**config.mk**
```make
export PLATFORM = sky130hd
export DESIGN_NAME = hpb_port
export DESIGN_NICKNAME = d
export VERILOG_FILES = /design/src/include/hpb_pkg.sv /design/src/hw/hpb_port.sv /design/src/hw/hpb_sync.sv
export SDC_FILE = /design/constraint.sdc
export NUM_CORES = 1
export LEC_CHECK = 0
export BUFFER_PORTS_ARGS = -buffer_cell sky130_fd_sc_hd__buf_4
export CAP_MARGIN = 20
export CORE_MARGIN = 8
export CORE_UTILIZATION = 45
export CTS_CLUSTER_SIZE = 16
export DETAILED_ROUTE_END_ITERATION = 16
export PLACE_DENSITY = 0.69
export SETUP_SLACK_MARGIN = 0.2
export SYNTH_ARGS = -nofsm -noshare
export SYNTH_HDL_FRONTEND = slang
export SYNTH_SLANG_ARGS = --single-unit
export TNS_END_PERCENT = 50
```
**constraint.sdc**
```tcl
create_clock -name mclk -period 3.24 [get_ports mclk]
set_clock_uncertainty 0.1 [all_clocks]
set_input_delay 0.162 -clock mclk [delete_from_list [all_inputs] [get_ports mclk]]
set_output_delay 0.162 -clock mclk [all_outputs]
set_load 0.05 [all_outputs]
```
**src/include/hpb_pkg.sv**
```systemverilog
// Constants, types and bit layouts shared by the host bus port files.
// What this block does
// - Direction low means write, high means read
// - Drive data only when selected and reading
// - Upper select marks upper half, lower marks lower
// - Maintenance access copies half selects to banks
// - Acknowledge when read data valid or write captured
// - Acknowledge driven high briefly, then released
// - Programmable acknowledge suppression per access type
// - Acknowledge timing not aligned to host clock
// - Interrupt asserted on master clock rising edge
// - Insert request low while insert array free
// - Extract request low while extract cell ready
// - Maintenance request leads maintenance cycle programmably
// - Maintenance request released after programmed access count
// - Access valid only while select sampled low
// - Address captured when select first seen low
// - Bank selects active low, upper and lower
`default_nettype none

package hpb_pkg;

    ////////////////////////////////////////////////////////////////////////////
    // Widths.
    localparam int HPB_ADDR_W = 24;
    localparam int HPB_DATA_W = 32;
    localparam int HPB_BANKS = 4;
    localparam int HPB_BANK_W = 2;
    localparam int HPB_CNT_W = 8;
    localparam int HPB_CFG_AW = 4;
    localparam int HPB_PIN_W = 62;

    // Address layout: top bit selects external memory maintenance space.
    localparam int HPB_MAINT_BIT = 23;
    localparam int HPB_BANK_LSB = 21;

    ////////////////////////////////////////////////////////////////////////////
    // Local configuration port map.
    localparam logic [HPB_CFG_AW-1:0] HPB_CFG_CTRL = 4'h0;
    localparam logic [HPB_CFG_AW-1:0] HPB_CFG_MLEAD = 4'h4;
    localparam logic [HPB_CFG_AW-1:0] HPB_CFG_MCOUNT = 4'h8;
    localparam logic [HPB_CFG_AW-1:0] HPB_CFG_STATUS = 4'hC;

    // Control bits: suppress acknowledge for reads, writes, maintenance.
    localparam int HPB_ACKOFF_RD = 0;
    localparam int HPB_ACKOFF_WR = 1;
    localparam int HPB_ACKOFF_MT = 2;
    localparam int HPB_CTRL_W = 3;

    // Reset values.
    localparam logic [HPB_CTRL_W-1:0] HPB_CTRL_RST = 3'h0;
    localparam logic [HPB_CNT_W-1:0] HPB_MLEAD_RST = 8'h04;
    localparam logic [HPB_CNT_W-1:0] HPB_MCOUNT_RST = 8'h01;
    localparam logic [HPB_CNT_W-1:0] HPB_CNT_ZERO = 8'h00;
    localparam logic [HPB_CNT_W-1:0] HPB_CNT_ONE = 8'h01;
    localparam logic [HPB_BANKS-1:0] HPB_BANK_ONE = 4'h1;
    localparam logic [HPB_BANKS-1:0] HPB_BANK_IDLE = 4'hF;
    localparam logic [HPB_DATA_W-1:0] HPB_DATA_ZERO = 32'h0000_0000;
    localparam logic [HPB_ADDR_W-1:0] HPB_ADDR_ZERO = 24'h00_0000;

    ////////////////////////////////////////////////////////////////////////////
    // Access sequencer states.
    typedef enum logic [2:0] {
        HPB_ST_IDLE = 3'b000,
        HPB_ST_RDWAIT = 3'b001,
        HPB_ST_WDATA = 3'b010,
        HPB_ST_ACK = 3'b011,
        HPB_ST_RELEASE = 3'b100
    } hpb_state_type;

    // Host pins as they arrive, bundled for the synchroniser.
    typedef struct packed {
        logic hclk;
        logic sel_n;
        logic wr_n;
        logic ds_n;
        logic up_n;
        logic lo_n;
        logic [HPB_ADDR_W-1:0] addr;
        logic [HPB_DATA_W-1:0] data;
    } hpb_pin_type;

    // Access handed to the internal register and memory logic.
    typedef struct packed {
        logic write;
        logic maint;
        logic up_n;
        logic lo_n;
        logic [HPB_ADDR_W-1:0] addr;
        logic [HPB_DATA_W-1:0] wdata;
    } hpb_req_type;

endpackage

`default_nettype wire

```
**src/hw/hpb_port.sv**
```systemverilog
// Host processor bus port: access sequencer, requests and config port.
`timescale 1ns/100ps
`default_nettype none

module hpb_port (
    // Clock and reset.
    input wire logic mclk,
    input wire logic srst,
    // Host bus pins.
    input wire logic host_clk,
    input wire logic host_chip_select_n,
    input wire logic host_write_not_read_n,
    input wire logic host_write_data_strobe_n,
    input wire logic host_upper_half_select_n,
    input wire logic host_lower_half_select_n,
    input wire logic [hpb_pkg::HPB_ADDR_W-1:0] host_address_bus,
    input wire logic [hpb_pkg::HPB_DATA_W-1:0] host_data_bus_i,
    output logic [hpb_pkg::HPB_DATA_W-1:0] host_data_bus_o,
    output logic host_data_bus_oe,
    output logic host_transfer_ack_n_o,
    output logic host_transfer_ack_n_oe,
    output logic host_interrupt_n,
    output logic insert_array_request_n,
    output logic extract_array_request_n,
    output logic maintenance_window_request_n,
    // External memory bank selects.
    output logic [hpb_pkg::HPB_BANKS-1:0] ext_mem_upper_bank_select_n,
    output logic [hpb_pkg::HPB_BANKS-1:0] ext_mem_lower_bank_select_n,
    // Internal side.
    output logic core_req_valid,
    output hpb_pkg::hpb_req_type core_req,
    input wire logic core_resp_valid,
    input wire logic [hpb_pkg::HPB_DATA_W-1:0] core_rdata,
    input wire logic core_irq,
    input wire logic insert_ready,
    input wire logic extract_ready,
    input wire logic maint_due,
    output logic maint_cycle_start,
    // Configuration port.
    input wire logic [hpb_pkg::HPB_CFG_AW-1:0] cfg_addr,
    input wire logic [hpb_pkg::HPB_DATA_W-1:0] cfg_wdata,
    input wire logic cfg_wr,
    input wire logic cfg_rd,
    output logic [hpb_pkg::HPB_DATA_W-1:0] cfg_rdata
);
    import hpb_pkg::*;

    hpb_pin_type pin_raw;
    hpb_pin_type pin_s;
    hpb_state_type state;
    hpb_state_type next_state;
    logic hclk_prev;
    logic hclk_fall;
    logic start_acc;
    logic acc_write;
    logic acc_maint;
    logic acc_up_n;
    logic acc_lo_n;
    logic acc_ack_en;
    logic [HPB_ADDR_W-1:0] acc_addr;
    logic [HPB_BANK_W-1:0] acc_bank;
    logic [HPB_BANKS-1:0] bank_hit;
    logic [HPB_BANKS-1:0] next_up_n;
    logic [HPB_BANKS-1:0] next_lo_n;
    logic maint_live;
    logic wdata_take;
    logic acc_end;
    logic next_ack_en;
    logic [HPB_CTRL_W-1:0] cfg_ctrl;
    logic [HPB_CNT_W-1:0] cfg_mlead;
    logic [HPB_CNT_W-1:0] cfg_mcount;
    logic [HPB_CNT_W-1:0] lead_cnt;
    logic [HPB_CNT_W-1:0] maint_done;
    logic lead_run;
    logic maint_active;
    logic maint_open;
    logic maint_finish;
    logic [HPB_DATA_W-1:0] status_word;
    logic [HPB_DATA_W-1:0] next_cfg_rdata;

    ////////////////////////////////////////////////////////////////////////////
    // Pin retiming. The host clock is only sampled, never used as a clock.
    assign pin_raw = '{hclk: host_clk, sel_n: host_chip_select_n,
                       wr_n: host_write_not_read_n, ds_n: host_write_data_strobe_n,
                       up_n: host_upper_half_select_n, lo_n: host_lower_half_select_n,
                       addr: host_address_bus, data: host_data_bus_i};

    hpb_sync #(
        .WIDTH(HPB_PIN_W)
    ) u_pin_sync (
        .mclk(mclk),
        .srst(srst),
        .d(pin_raw),
        .q(pin_s)
    );

    // Falling host clock edge, found from the retimed copy only.
    always_ff @(posedge mclk) begin
        if (srst) begin
            hclk_prev <= 1'b1;
        end else begin
            hclk_prev <= pin_s.hclk;
        end
    end

    ////////////////////////////////////////////////////////////////////////////
    // Access decode. Everything the host drives is judged at falling edges, except the data bus enable, which follows select every cycle.
    assign hclk_fall = hclk_prev & ~pin_s.hclk;
    assign start_acc = hclk_fall & ~pin_s.sel_n & (state == HPB_ST_IDLE);
    assign wdata_take = hclk_fall & ~pin_s.ds_n & (state == HPB_ST_WDATA);
    assign acc_end = hclk_fall & pin_s.sel_n;
    assign acc_bank = acc_addr[HPB_BANK_LSB +: HPB_BANK_W];
    assign bank_hit = HPB_BANK_ONE << acc_bank;
    assign maint_live = acc_maint & (state != HPB_ST_IDLE);
    // Only the addressed bank follows the host half selects; others stay idle.
    assign next_up_n = maint_live ? ~(bank_hit & {HPB_BANKS{~acc_up_n}}) : HPB_BANK_IDLE;
    assign next_lo_n = maint_live ? ~(bank_hit & {HPB_BANKS{~acc_lo_n}}) : HPB_BANK_IDLE;
    // Suppression is chosen per access type from the control register.
    assign next_ack_en = pin_s.addr[HPB_MAINT_BIT] ? ~cfg_ctrl[HPB_ACKOFF_MT] :
                         ~pin_s.wr_n ? ~cfg_ctrl[HPB_ACKOFF_WR] :
                         ~cfg_ctrl[HPB_ACKOFF_RD];

    // Sequencer next state.
    always_comb begin
        next_state = state;
        case (state)
            HPB_ST_IDLE: begin
                if (start_acc) begin
                    next_state = pin_s.wr_n ? HPB_ST_RDWAIT : HPB_ST_WDATA;
                end
            end
            HPB_ST_RDWAIT: begin
                if (core_resp_valid) begin
                    next_state = HPB_ST_ACK;
                end
            end
            HPB_ST_WDATA: begin
                if (wdata_take) begin
                    next_state = HPB_ST_ACK;
                end else if (acc_end) begin
                    next_state = HPB_ST_RELEASE;
                end
            end
            HPB_ST_ACK: begin
                if (acc_end) begin
                    next_state = HPB_ST_RELEASE;
                end
            end
            HPB_ST_RELEASE: begin
                next_state = HPB_ST_IDLE;
            end
            default: begin
                next_state = HPB_ST_IDLE;
            end
        endcase
    end

    // Access context, taken once as select is first seen low.
    always_ff @(posedge mclk) begin
        if (srst) begin
            state <= HPB_ST_IDLE;
            acc_addr <= HPB_ADDR_ZERO;
            acc_write <= 1'b0;
            acc_maint <= 1'b0;
            acc_up_n <= 1'b1;
            acc_lo_n <= 1'b1;
            acc_ack_en <= 1'b0;
        end else begin
            state <= next_state;
            if (start_acc) begin
                acc_addr <= pin_s.addr;
                acc_write <= ~pin_s.wr_n;
                acc_maint <= pin_s.addr[HPB_MAINT_BIT];
                acc_up_n <= pin_s.up_n;
                acc_lo_n <= pin_s.lo_n;
                acc_ack_en <= next_ack_en;
            end
        end
    end

    ////////////////////////////////////////////////////////////////////////////
    // Request to the internal logic: reads at start, writes at data capture.
    always_ff @(posedge mclk) begin
        if (srst) begin
            core_req_valid <= 1'b0;
            core_req <= '0;
        end else begin
            core_req_valid <= (start_acc & pin_s.wr_n) | wdata_take;
            if (start_acc) begin
                core_req <= '{write: ~pin_s.wr_n, maint: pin_s.addr[HPB_MAINT_BIT],
                              up_n: pin_s.up_n, lo_n: pin_s.lo_n,
                              addr: pin_s.addr, wdata: HPB_DATA_ZERO};
            end else if (wdata_take) begin
                core_req.wdata <= pin_s.data;
            end
        end
    end

    // Data bus drive and acknowledge. The acknowledge follows mclk, so it
    // bears no phase relation to the host clock and must be synchronised.
    always_ff @(posedge mclk) begin
        if (srst) begin
            host_data_bus_o <= HPB_DATA_ZERO;
            host_data_bus_oe <= 1'b0;
            host_transfer_ack_n_o <= 1'b1;
            host_transfer_ack_n_oe <= 1'b0;
        end else begin
            if (state == HPB_ST_RDWAIT && core_resp_valid) begin
                host_data_bus_o <= core_rdata;
            end
            host_data_bus_oe <= ~pin_s.sel_n & pin_s.wr_n;
            host_transfer_ack_n_o <= (next_state != HPB_ST_ACK);
            host_transfer_ack_n_oe <= acc_ack_en & ((next_state == HPB_ST_ACK) |
                                      (next_state == HPB_ST_RELEASE));
        end
    end

    // Bank selects mirror the host half selects during maintenance access.
    always_ff @(posedge mclk) begin
        if (srst) begin
            ext_mem_upper_bank_select_n <= HPB_BANK_IDLE;
            ext_mem_lower_bank_select_n <= HPB_BANK_IDLE;
        end else begin
            ext_mem_upper_bank_select_n <= next_up_n;
            ext_mem_lower_bank_select_n <= next_lo_n;
        end
    end

    ////////////////////////////////////////////////////////////////////////////
    // Maintenance window: request first, cycle opens after the lead count,
    // closes once the programmed number of maintenance accesses has ended.
    assign maint_finish = maint_open & acc_maint & acc_end &
                          (state == HPB_ST_ACK) & (maint_done + HPB_CNT_ONE >= cfg_mcount);

    always_ff @(posedge mclk) begin
        if (srst) begin
            lead_cnt <= HPB_CNT_ZERO;
            lead_run <= 1'b0;
            maint_active <= 1'b0;
            maint_open <= 1'b0;
            maint_done <= HPB_CNT_ZERO;
            maint_cycle_start <= 1'b0;
        end else begin
            maint_cycle_start <= lead_run & (lead_cnt == HPB_CNT_ZERO);
            if (maint_due & ~maint_active) begin
                maint_active <= 1'b1;
                lead_run <= 1'b1;
                lead_cnt <= cfg_mlead;
                maint_done <= HPB_CNT_ZERO;
            end else if (lead_run) begin
                if (lead_cnt == HPB_CNT_ZERO) begin
                    lead_run <= 1'b0;
                    maint_open <= 1'b1;
                end else begin
                    lead_cnt <= lead_cnt - HPB_CNT_ONE;
                end
            end else if (maint_finish) begin
                maint_active <= 1'b0;
                maint_open <= 1'b0;
            end else if (maint_open & acc_maint & acc_end & (state == HPB_ST_ACK)) begin
                maint_done <= maint_done + HPB_CNT_ONE;
            end
        end
    end

    // Host-side requests change only at falling host edges; the interrupt
    // follows the master clock directly.
    always_ff @(posedge mclk) begin
        if (srst) begin
            insert_array_request_n <= 1'b1;
            extract_array_request_n <= 1'b1;
            maintenance_window_request_n <= 1'b1;
            host_interrupt_n <= 1'b1;
        end else begin
            if (hclk_fall) begin
                insert_array_request_n <= ~insert_ready;
                extract_array_request_n <= ~extract_ready;
                maintenance_window_request_n <= ~maint_active;
            end
            host_interrupt_n <= ~core_irq;
        end
    end

    ////////////////////////////////////////////////////////////////////////////
    // Configuration port. Unmapped offsets read zero and ignore writes.
    assign status_word = {16'h0000, maint_done, 3'h0, maint_open, maint_active, state};
    assign next_cfg_rdata = (cfg_addr == HPB_CFG_CTRL) ? {29'h0000_0000, cfg_ctrl} :
                            (cfg_addr == HPB_CFG_MLEAD) ? {24'h00_0000, cfg_mlead} :
                            (cfg_addr == HPB_CFG_MCOUNT) ? {24'h00_0000, cfg_mcount} :
                            (cfg_addr == HPB_CFG_STATUS) ? status_word : HPB_DATA_ZERO;

    always_ff @(posedge mclk) begin
        if (srst) begin
            cfg_ctrl <= HPB_CTRL_RST;
            cfg_mlead <= HPB_MLEAD_RST;
            cfg_mcount <= HPB_MCOUNT_RST;
            cfg_rdata <= HPB_DATA_ZERO;
        end else begin
            if (cfg_wr && cfg_addr == HPB_CFG_CTRL) begin
                cfg_ctrl <= cfg_wdata[HPB_CTRL_W-1:0];
            end
            if (cfg_wr && cfg_addr == HPB_CFG_MLEAD) begin
                cfg_mlead <= cfg_wdata[HPB_CNT_W-1:0];
            end
            if (cfg_wr && cfg_addr == HPB_CFG_MCOUNT) begin
                cfg_mcount <= cfg_wdata[HPB_CNT_W-1:0];
            end
            cfg_rdata <= cfg_rd ? next_cfg_rdata : HPB_DATA_ZERO;
        end
    end
endmodule // hpb_port

`default_nettype wire

```
**src/hw/hpb_sync.sv**
```systemverilog
// Two-stage synchroniser for a group of asynchronous inputs.
`timescale 1ns/100ps
`default_nettype none

module hpb_sync #(
    parameter int WIDTH = 1
) (
    // Clock and reset.
    input wire logic mclk,
    input wire logic srst,
    // Asynchronous input and retimed output.
    input wire logic [WIDTH-1:0] d,
    output logic [WIDTH-1:0] q
);

    logic [WIDTH-1:0] meta;

    // The first stage feeds only the second; nothing else may look at it.
    always_ff @(posedge mclk) begin
        if (srst) begin
            meta <= '1;
            q <= '1;
        end else begin
            meta <= d;
            q <= meta;
        end
    end

endmodule // hpb_sync

`default_nettype wire

```
## Yosys cells after proc, flatten, opt, wreduce, memory -nomap -nowiden

Index checks and enable logic that the tools add are counted.

| word-level totals | value |
|---|---|
| bits in registers | 310 |
| logic and storage cells | 139 |
| input port bits | 139 |
| output and inout port bits | 141 |

| operators by class | value |
|---|---|
| shift operators | 1 |
| magnitude comparators | 1 |
| equality and inequality tests | 12 |
| muxes and demuxes | 23 |
| reductions and logical operators | 22 |
| bitwise gates (word level) | 41 |
| add/sub/neg operators | 2 |

Operators with widths:

| operator | number |
|---|---|
| 8-bit two-way mux | 5 |
| 1-bit inverter | 19 |
| 1-bit AND | 16 |
| 3-bit two-way mux | 5 |
| 3-bit one-hot mux with 4 select lines | 1 |
| 1-bit two-way mux | 10 |
| 3-bit by 2-bit == test with 1-bit output (second input constant) | 3 |
| 8-bit by 1-bit adder with 8-bit output (second input constant) | 1 |
| 4-bit AND | 2 |
| 4-bit == test (second input constant) | 2 |
| 8-bit >= comparator | 1 |
| 8-bit zero test | 1 |
| 4-bit inverter | 2 |
| 2-bit OR reduction | 4 |
| 8-bit by 1-bit subtractor with 8-bit output (second input constant) | 1 |
| 2-bit by 1-bit inequality test with 1-bit output (second input constant) | 3 |
| 3-bit AND reduction | 2 |
| 2-bit nonzero test | 3 |
| 6-bit OR reduction | 1 |
| 5-bit two-way mux | 1 |
| 5-bit OR reduction | 1 |
| 4-bit by 3-bit == test with 1-bit output (second input constant) | 1 |
| 1-bit logical AND | 4 |
| 4-bit zero test | 1 |
| other kinds (10) | 12 |

## Depth between registers and ports, before layout

Gate-level depths: netlist (run 1).

| logic depth | value |
|---|---|
| depth in word-level cells | 9 |
| depth in mapped cells | 11 |
| gate-level depth less buffers | 11 |

## By module

From an unflattened synthesis (run 1), not the netlist that was laid out.

| second synthesis, totals | value |
|---|---|
| cells, all modules | 1042 |
| area, all modules | 9980.8 µm² |

Modules (own cells, without submodules):

| module | cells each | instances | area an instance (µm²) | sequential area each (µm²) |
|---|---|---|---|---|
| hpb_port | 781 | 1 | 6621.4 | 3383.2 |
| hpb_sync | 261 | 1 | 3359.5 | 2482.4 |

## Least setup slack after synthesis (run 1)

No wires, ideal clock.

| path | value |
|---|---|
| path type | reg2reg |
| from | reg maint_done[0] |
| to | reg maint_done[1] |
| setup time | 0.071 ns |
| stages on the path, launching flop included | 12 |
| clock period less this slack | 2.593 ns |
| data required time | 3.069 ns |
| arrival time | 2.422 ns |
| path buffers | 1 |
| setup slack | 0.647 ns |
| cells stage by stage | dfxtp_1 > ha_1 > nand3_1 > inv_1 > nand3_1 > xnor2_1 > ha_1 > a21o_1 > a211o_1 > buf_6 > or3b_1 > a21oi_1 |

| on the way | value |
|---|---|
| cells in the longest elaborated chain, start to end | 5 |

Ends and longest elaborated chain:

| element | line | text |
|---|---|---|
| from (decl) | hpb_port.sv:73 | `logic [HPB_CNT_W-1:0] maint_done;` |
| from (signal assigned) | hpb_port.sv:261 | `maint_done <= maint_done + HPB_CNT_ONE;` |
| 8-bit by 1-bit adder with 8-bit output (*) | hpb_port.sv:233, hpb_port.sv:261 |  |
| 8-bit >= comparator | hpb_port.sv:233 | `(state == HPB_ST_ACK) & (maint_done + HPB_CNT_ONE >= cfg_mcount);` |
| 1-bit AND | hpb_port.sv:233 |  |
| 1-bit inverter (no line) | n/a |  |
| 3-bit AND reduction (no line) | n/a |  |

Mark *: on every way between the ends. The rest lies on a longest branch, timed or not.
A chain may end at the register's enable or synchronous reset.

## Worst setup path in the final report (run 1)

| path | value |
|---|---|
| from | reg maint_done[0] |
| to | reg maint_done[5] |

The elaborated chain is that of the path after synthesis.

==> results.md, run 1 <==
- Layout cells sized above 1: 0.3160
- Critical Path RT: 3.60 ns
- Inserted Clock Buffers: 29
- RD Place Congestion: 0.7734
- Setup Viol. Count Final: 0
- Worst setup EP type: flop
- Via Count: 7918
- Dominant cell by count in the synthesized netlist: dfxtp_1
- Crit path kind: reg2reg
- Fmax: 357.9 MHz
- Main synth FF type: dfxtp_1
- Final hold vios: 0
- Vias in the first global route: 8075
- Clk sink count: 293
- Wire per inst: 15.16 um
- Design Area, Final: 13950 um2
- Crit start category: flop
- Reg clk slew, reported paths: 0.06 ns
- Tmin final: 2.794 ns
- Placed Area: 11810 um2
- Total I/O pin count: 280
- Worst Path Arrival: 3.15 ns
- HPWL Detailed: 16180 um
- Leakage Power: 5.865 nW
- Maxcap violations: 0
- DR pass1 iterations: 6
- Vias per cell: 4.750
- Slew Viols, Final: 0
- Area leader, netlist: dfxtp_1
- Die area: 27000 um2
- Post-CTS setup buffer count: 0
- Layout Nets: 1512
- Total core area: 21690 um2
- Post-Synthesis Cells: 1032
- Worst Hold Slack: 0.03943 ns
- Filler cells: 1693
- Slew Limit Headroom: 0.3569
- Dpl cells: 1502
- Ys Warns: 0
- Die height: 164.3 um
- First-pass GRT wire length: 40010 um
- FFs w/ async S/R, synth: 0
- Slew @ Worst Pin: 0.9647 ns
- DRC Markers: 0
- RSZ-0062 raised after global routing: no
- Largest net degree at the start of global routing: 112
- Root Buffer: clkbuf_16
- Main area contributors after synthesis: dfxtp_1, or2_2, nand2_1
- Initial antenna violation count: 4
- Starting Density: 0.4564
- Sum Neg Setup Slack: 0 ns
- Final Routed Wirelength: 25270 um
- Post-route insts no fill: 1667
- H-tree level count: 1
- Area Growth Syn to Fin: 40.96%
- Hold crit path type: in2reg
- Initial DRC count: 312
- Top cell type's share of synthesized area: 0.5925
- CTS tree: done
- PortBufs: 239
- Global route overflow: 0
- Post-synthesis average cell area: 9.593 um2
- Clock latency on the worst-skew pair: 0.53 ns
- Cell Area, Synth: 9899 um2
- VDD IR max: 0.4460 mV
- Worst-path maximum fanout: 15
- Total track usage: 0.1815
- Final antenna-violating net count: 0
- Synth cell types: 54
- Status: finished, final reports clean
- Pwr Density: 561.0 nW/um2
- Number of synthesized register bits: 293
- Maximum root-to-sink buffer count: 3
- Post-synthesis sequential area ratio: 0.5925
- Post-synth top cells: dfxtp_1, nand2_1, or2_2, a21oi_1, clkbuf_1
- Post-synth EDFFs: 0
- Rows: 54
- R2r setup slk: 0.45 ns
- Final Cycle Share: 0.8624
- Die X: 164.3 um
[flip-flops by register name, indices dropped and copies added (netlist names), 4 cells and up]
signal                       flops
u_pin_sync.meta                 62
cfg_rdata                       16
u_pin_sync.q                    62
maint_done                       8
lead_cnt                         8
core_req                        59
host_data_bus_o                 32
cfg_mcount                       8
ext_mem_lower_bank_select_n      4
ext_mem_upper_bank_select_n      4
cfg_mlead                        8
[routing by layer]
layer  GRT usage  share of wire  wire [um]
met5           0              0          0
met4     0.06488          0.026        650
met3     0.07168           0.10       2542
met2      0.3055           0.47      11900
met1      0.2052           0.40      10180
[worst paths after layout]
check                                               startpoint                     endpoint  cells after the start
worst max-delay path                maint_done[0]$_SDFFE_PP0P_   maint_done[5]$_SDFFE_PP0P_                     10
worst min-delay path                               cfg_addr[0]      cfg_rdata[2]$_SDFF_PP0_                      4
worst max register to register      maint_done[0]$_SDFFE_PP0P_   maint_done[5]$_SDFFE_PP0P_                     10
worst min register to register  u_pin_sync.meta[55]$_SDFF_PP1_  u_pin_sync.q[55]$_SDFF_PP1_                      1
[stage by stage]
step                utilization  setup slack [ns]  total power, mW
finish                   0.6434            0.4457            7.828
global route             0.6434            0.2582            8.130
CTS                      0.6428            0.3411            7.909
detailed placement       0.5444            0.3585            4.244
global placement         0.5444            0.4038            4.238
floorplan                     -            0.6474            4.087
[layout make-up]
type / instances / area, um2 / area share
diodes: 4 / 10.01 / 0.0007173
clock buffers: 40 / 847.1 / 0.06070
clock inverters: 11 / 187.7 / 0.01345
inverters: 16 / 60.06 / 0.004304
multi-input cells: 664 / 3659 / 0.2622
flip-flops and latches: 293 / 5867 / 0.4204
well taps: 280 / 350.3 / 0.02511
repair buffers: 359 / 2974 / 0.2131
[cell usage in the layout, fill, tap and decap left out, types with 15 or more instances in the layout]
| cell | Yosys | final |
|---|---|---|
| dfxtp_1 | 293 | 292 |
| conb_1 | 1 | 16 |
| clkbuf_16 | 0 | 29 |
| nand2_1 | 206 | 206 |
| inv_1 | 15 | 15 |
| or2_2 | 126 | 126 |
| a21oi_1 | 112 | 112 |
| mux2i_1 | 24 | 24 |
| nor2_1 | 41 | 41 |
| dlygate4sd3_1 | 0 | 110 |
| buf_4 | 19 | 248 |
[report_power, final]
group / internal (mW) / total [mW] / switching (mW) / leakage [nW]
clock: 2.21 / 3.55 / 1.34 / 0.513
sequential: 3.70 / 3.74 / 0.0366 / 2.40
combinational: 0.284 / 0.540 / 0.256 / 2.96
total: 6.20 / 7.83 / 1.63 / 5.86
[cells by family (layout without fill, tap and decap cells)]
kind of cell	count (synthesis)	in the layout	synth area share
AOI/OAI and AO/OA	155	155	0.08607
xor gates and xnor gates	7	7	0.006193
adders and majority gates	10	10	0.01264
buffers and inverters	90	426	0.04436
DFF	293	293	0.5925
muxes	28	28	0.03223
other	1	20	0.0003788
and+or+nand+nor	448	448	0.2256
[worst max-delay path, stage by stage (launching register included)]
cell     delay [ns]
dfxtp_2        0.38
ha_1           0.21
nand3_1        0.16
inv_1          0.08
nand3_1        0.13
xnor2_1        0.16
ha_1           0.30
a21o_1         0.20
a211o_2        0.44
or4_1          0.42
a21oi_1        0.15
[what timing repair did]
action                     CTS  global route
resized for setup            0             2
setup endpoints to repair    0             8
hold buffers               110             0
hold endpoints to repair   125             0
Power figures use the tool's default switching activity.
==> inputs of run 2 (changes only) <==
==> constraint.sdc (replaced) <==
create_clock -name mclk -period 2.9 [get_ports mclk]
set_clock_uncertainty 0.1 [all_clocks]
set_input_delay 0.145 -clock mclk [delete_from_list [all_inputs] [get_ports mclk]]
set_output_delay 0.145 -clock mclk [all_outputs]
set_load 0.05 [all_outputs]
==> run 2 against run 1 <==
Cell count increased by 0.48%. Sequential share of layout area decreased by 0.58 points. Count of clock-buffer cells in the layout decreased by 1. Utilization increased by 0.93 points. Flip-flop and latch count unchanged. Critical path type unchanged. Critical endpoint is now maint_done[3]$_SDFFE_PP0P_.
==> results.md, run 2 (same netlist as run 1, synthesis figures left out) <==
- Slew Limit Headroom: 0.4678 (+0.1109)
- Tmin final: 2.552 ns (-0.2425 ns)
- Sum Neg Setup Slack: 0 ns (unchanged)
- Worst Path Arrival: 2.92 ns (-0.23 ns)
- Inserted Clock Buffers: 30 (+3.4%)
- Vias per cell: 4.764 (+0.30%)
- RD Place Congestion: 0.8049 (+4.1%)
- Layout cells sized above 1: 0.3226 (+0.006578)
- Crit path kind: reg2reg
- DRC Markers: 0 (unchanged)
- Maximum root-to-sink buffer count: 3 (unchanged)
- Die height: 164.3 um (unchanged)
- Worst Hold Slack: 0.03036 ns (-0.009075 ns)
- Commonest non-fill, non-tap cells in the layout: dfxtp_1, buf_4, nand2_1
- Largest net degree at the start of global routing: 87 (-22%)
- Rows: 54 (unchanged)
- Die X: 164.3 um (unchanged)
- DR WL met3: 2586 um (+1.7%)
- PortBufs: 239 (unchanged)
- Slew @ Worst Pin: 0.7983 ns (-0.1664 ns)
- Maxcap violations: 0 (unchanged)
- Setup Viol. Count Final: 0 (unchanged)
- Layout Nets: 1519 (+0.46%)
- Final Cycle Share: 0.8799 (+0.01748)
- Vias in the first global route: 8045 (-0.37%)
- Pwr Density: 649.1 nW/um2 (+16%)
- Crit start category: flop
- Starting Density: 0.4564 (unchanged)
- H-tree level count: 1 (unchanged)
- RSZ-0062 raised after global routing: no
- Leakage Power: 5.943 nW (+1.3%)
- DR pass1 iterations: 5 (-1)
- VDD IR max: 0.4185 mV (-6.2%)
- Filler cells: 1661 (-1.9%)
- Global route overflow: 0 (unchanged)
- Slew Viols, Final: 0 (unchanged)
- Initial DRC count: 333 (+6.7%)
- Sequential cell area: 5871 um2 (about the same)
- Met1 wire length: 10330 um (+1.5%)
- Worst setup EP type: flop
- First-pass GRT wire length: 40700 um (+1.7%)
- Clk sink count: 293 (unchanged)
- Worst-path maximum fanout: 7 (-8)
- R2r setup slk: 0.35 ns (-0.10 ns)
- Total I/O pin count: 280 (unchanged)
- Final Routed Wirelength: 26040 um (+3.0%)
- Initial antenna violation count: 2 (-2)
- Total track usage: 0.1855 (+0.003978)
- Most common cell after layout, fill and taps aside: dfxtp_1
- Via Count: 7980 (+0.78%)
- Final hold vios: 0 (unchanged)
- CTS tree: done
- Top flop regs: u_pin_sync.meta (62), u_pin_sync.q (62), core_req (59)
- Clock latency on the worst-skew pair: 0.54 ns (about the same)
- Wire per inst: 15.54 um (+2.5%)
- Critical Path RT: 3.26 ns (-0.34 ns)
- Final antenna-violating net count: 0 (unchanged)
- Footprint of the multi-input gates: 3694 um2 (+0.96%)
- Reg clk slew, reported paths: 0.06 ns (about the same)
- HPWL Detailed: 16680 um (+3.1%)
- Root Buffer: clkbuf_16
- Met2 WL post-DR: 12620 um (+6.1%)
- Highest routed metal layer: met4
- Fmax: 391.9 MHz (+9.5%)
- Status: finished, final reports clean
- Total core area: 21690 um2 (unchanged)
- Die area: 27000 um2 (unchanged)
- Hold crit path type: in2reg
- Area Growth Syn to Fin: 43.01%
[run 2: cell types whose count changed in the layout (fill, tap and decap cells not counted), sizes merged]
cell,change
diode,-1
clkinv,-1
a211o,+1
bufinv,+4
clkinvlp,+2
clkbuf,-1
inv,-1
dlygate4sd3,+1
buf,+4
[run 2: per-layer routing]
metal / vias up / track usage
li1: 4022 / -
met1: 3650 / 0.2103
met2: 270 / 0.3201
met3: 38 / 0.07068
met4: 0 / 0.05165
met5: - / 0
[run 2: power by group]
group / total [mW] / internal [mW] / switching, mW / leakage (nW)
logic: 0.610 / 0.318 / 0.291 / 2.98
registers: 4.17 / 4.13 / 0.0406 / 2.40
clock network: 4.41 / 2.87 / 1.54 / 0.565
total: 9.19 / 7.32 / 1.87 / 5.94
[run 2: stage by stage]
stage | total power, mW | utilization | cells | setup WS, ns | instance area [um2]
after CTS | 9.269 | 0.6503 | 1669 | 0.2109 | 14100
final | 9.190 | 0.6528 | 1675 | 0.3482 | 14160
after global routing | 9.496 | 0.6526 | 1674 | 0.1772 | 14150
after detailed placement | 4.745 | 0.5451 | 1504 | 0.08871 | 11820
after floorplan | 4.566 | - | 1047 | 0.3074 | 9956
after global placement | 4.735 | 0.5451 | 1504 | 0.1431 | 11820
[run 2: worst max-delay path, stage by stage, from the launching register on]
cell	delay (ns)
dfxtp_4	0.37
ha_4	0.14
nand3_1	0.09
inv_1	0.09
nand3_2	0.10
xnor2_1	0.15
ha_1	0.32
a21o_1	0.20
a211o_4	0.36
or4_1	0.40
a21oi_1	0.15
[run 2: area by class of cell]
cell class / instances / share of cell area
multi-input combinational: 665 / 0.2609
sequential: 293 / 0.4147
clock buffer: 39 / 0.06045
clock inverter: 15 / 0.02156
timing repair buffer: 364 / 0.2129
inverter: 16 / 0.004242
tap: 280 / 0.02475
antenna: 3 / 0.0005303
[run 2: worst paths after layout]
kind | cells past startpoint | from | to
worst min register to register | 1 | u_pin_sync.meta[2]$_SDFF_PP1_ | u_pin_sync.q[2]$_SDFF_PP1_
worst max-delay path | 10 | maint_done[0]$_SDFFE_PP0P_ | maint_done[3]$_SDFFE_PP0P_
worst max register to register | 10 | maint_done[0]$_SDFFE_PP0P_ | maint_done[3]$_SDFFE_PP0P_
worst min-delay path | 4 | cfg_addr[0] | cfg_rdata[0]$_SDFF_PP0_
[run 2: what timing repair did]
action | 4_1_cts | 5_1_grt
cloned | 0 | 1
gates resized for setup | 3 | 6
pin swaps | 0 | 3
endpoints found under the hold margin | 136 | 0
hold buffers | 111 | 0
buffers inserted | 0 | 2
endpoints found under the setup margin | 8 | 8
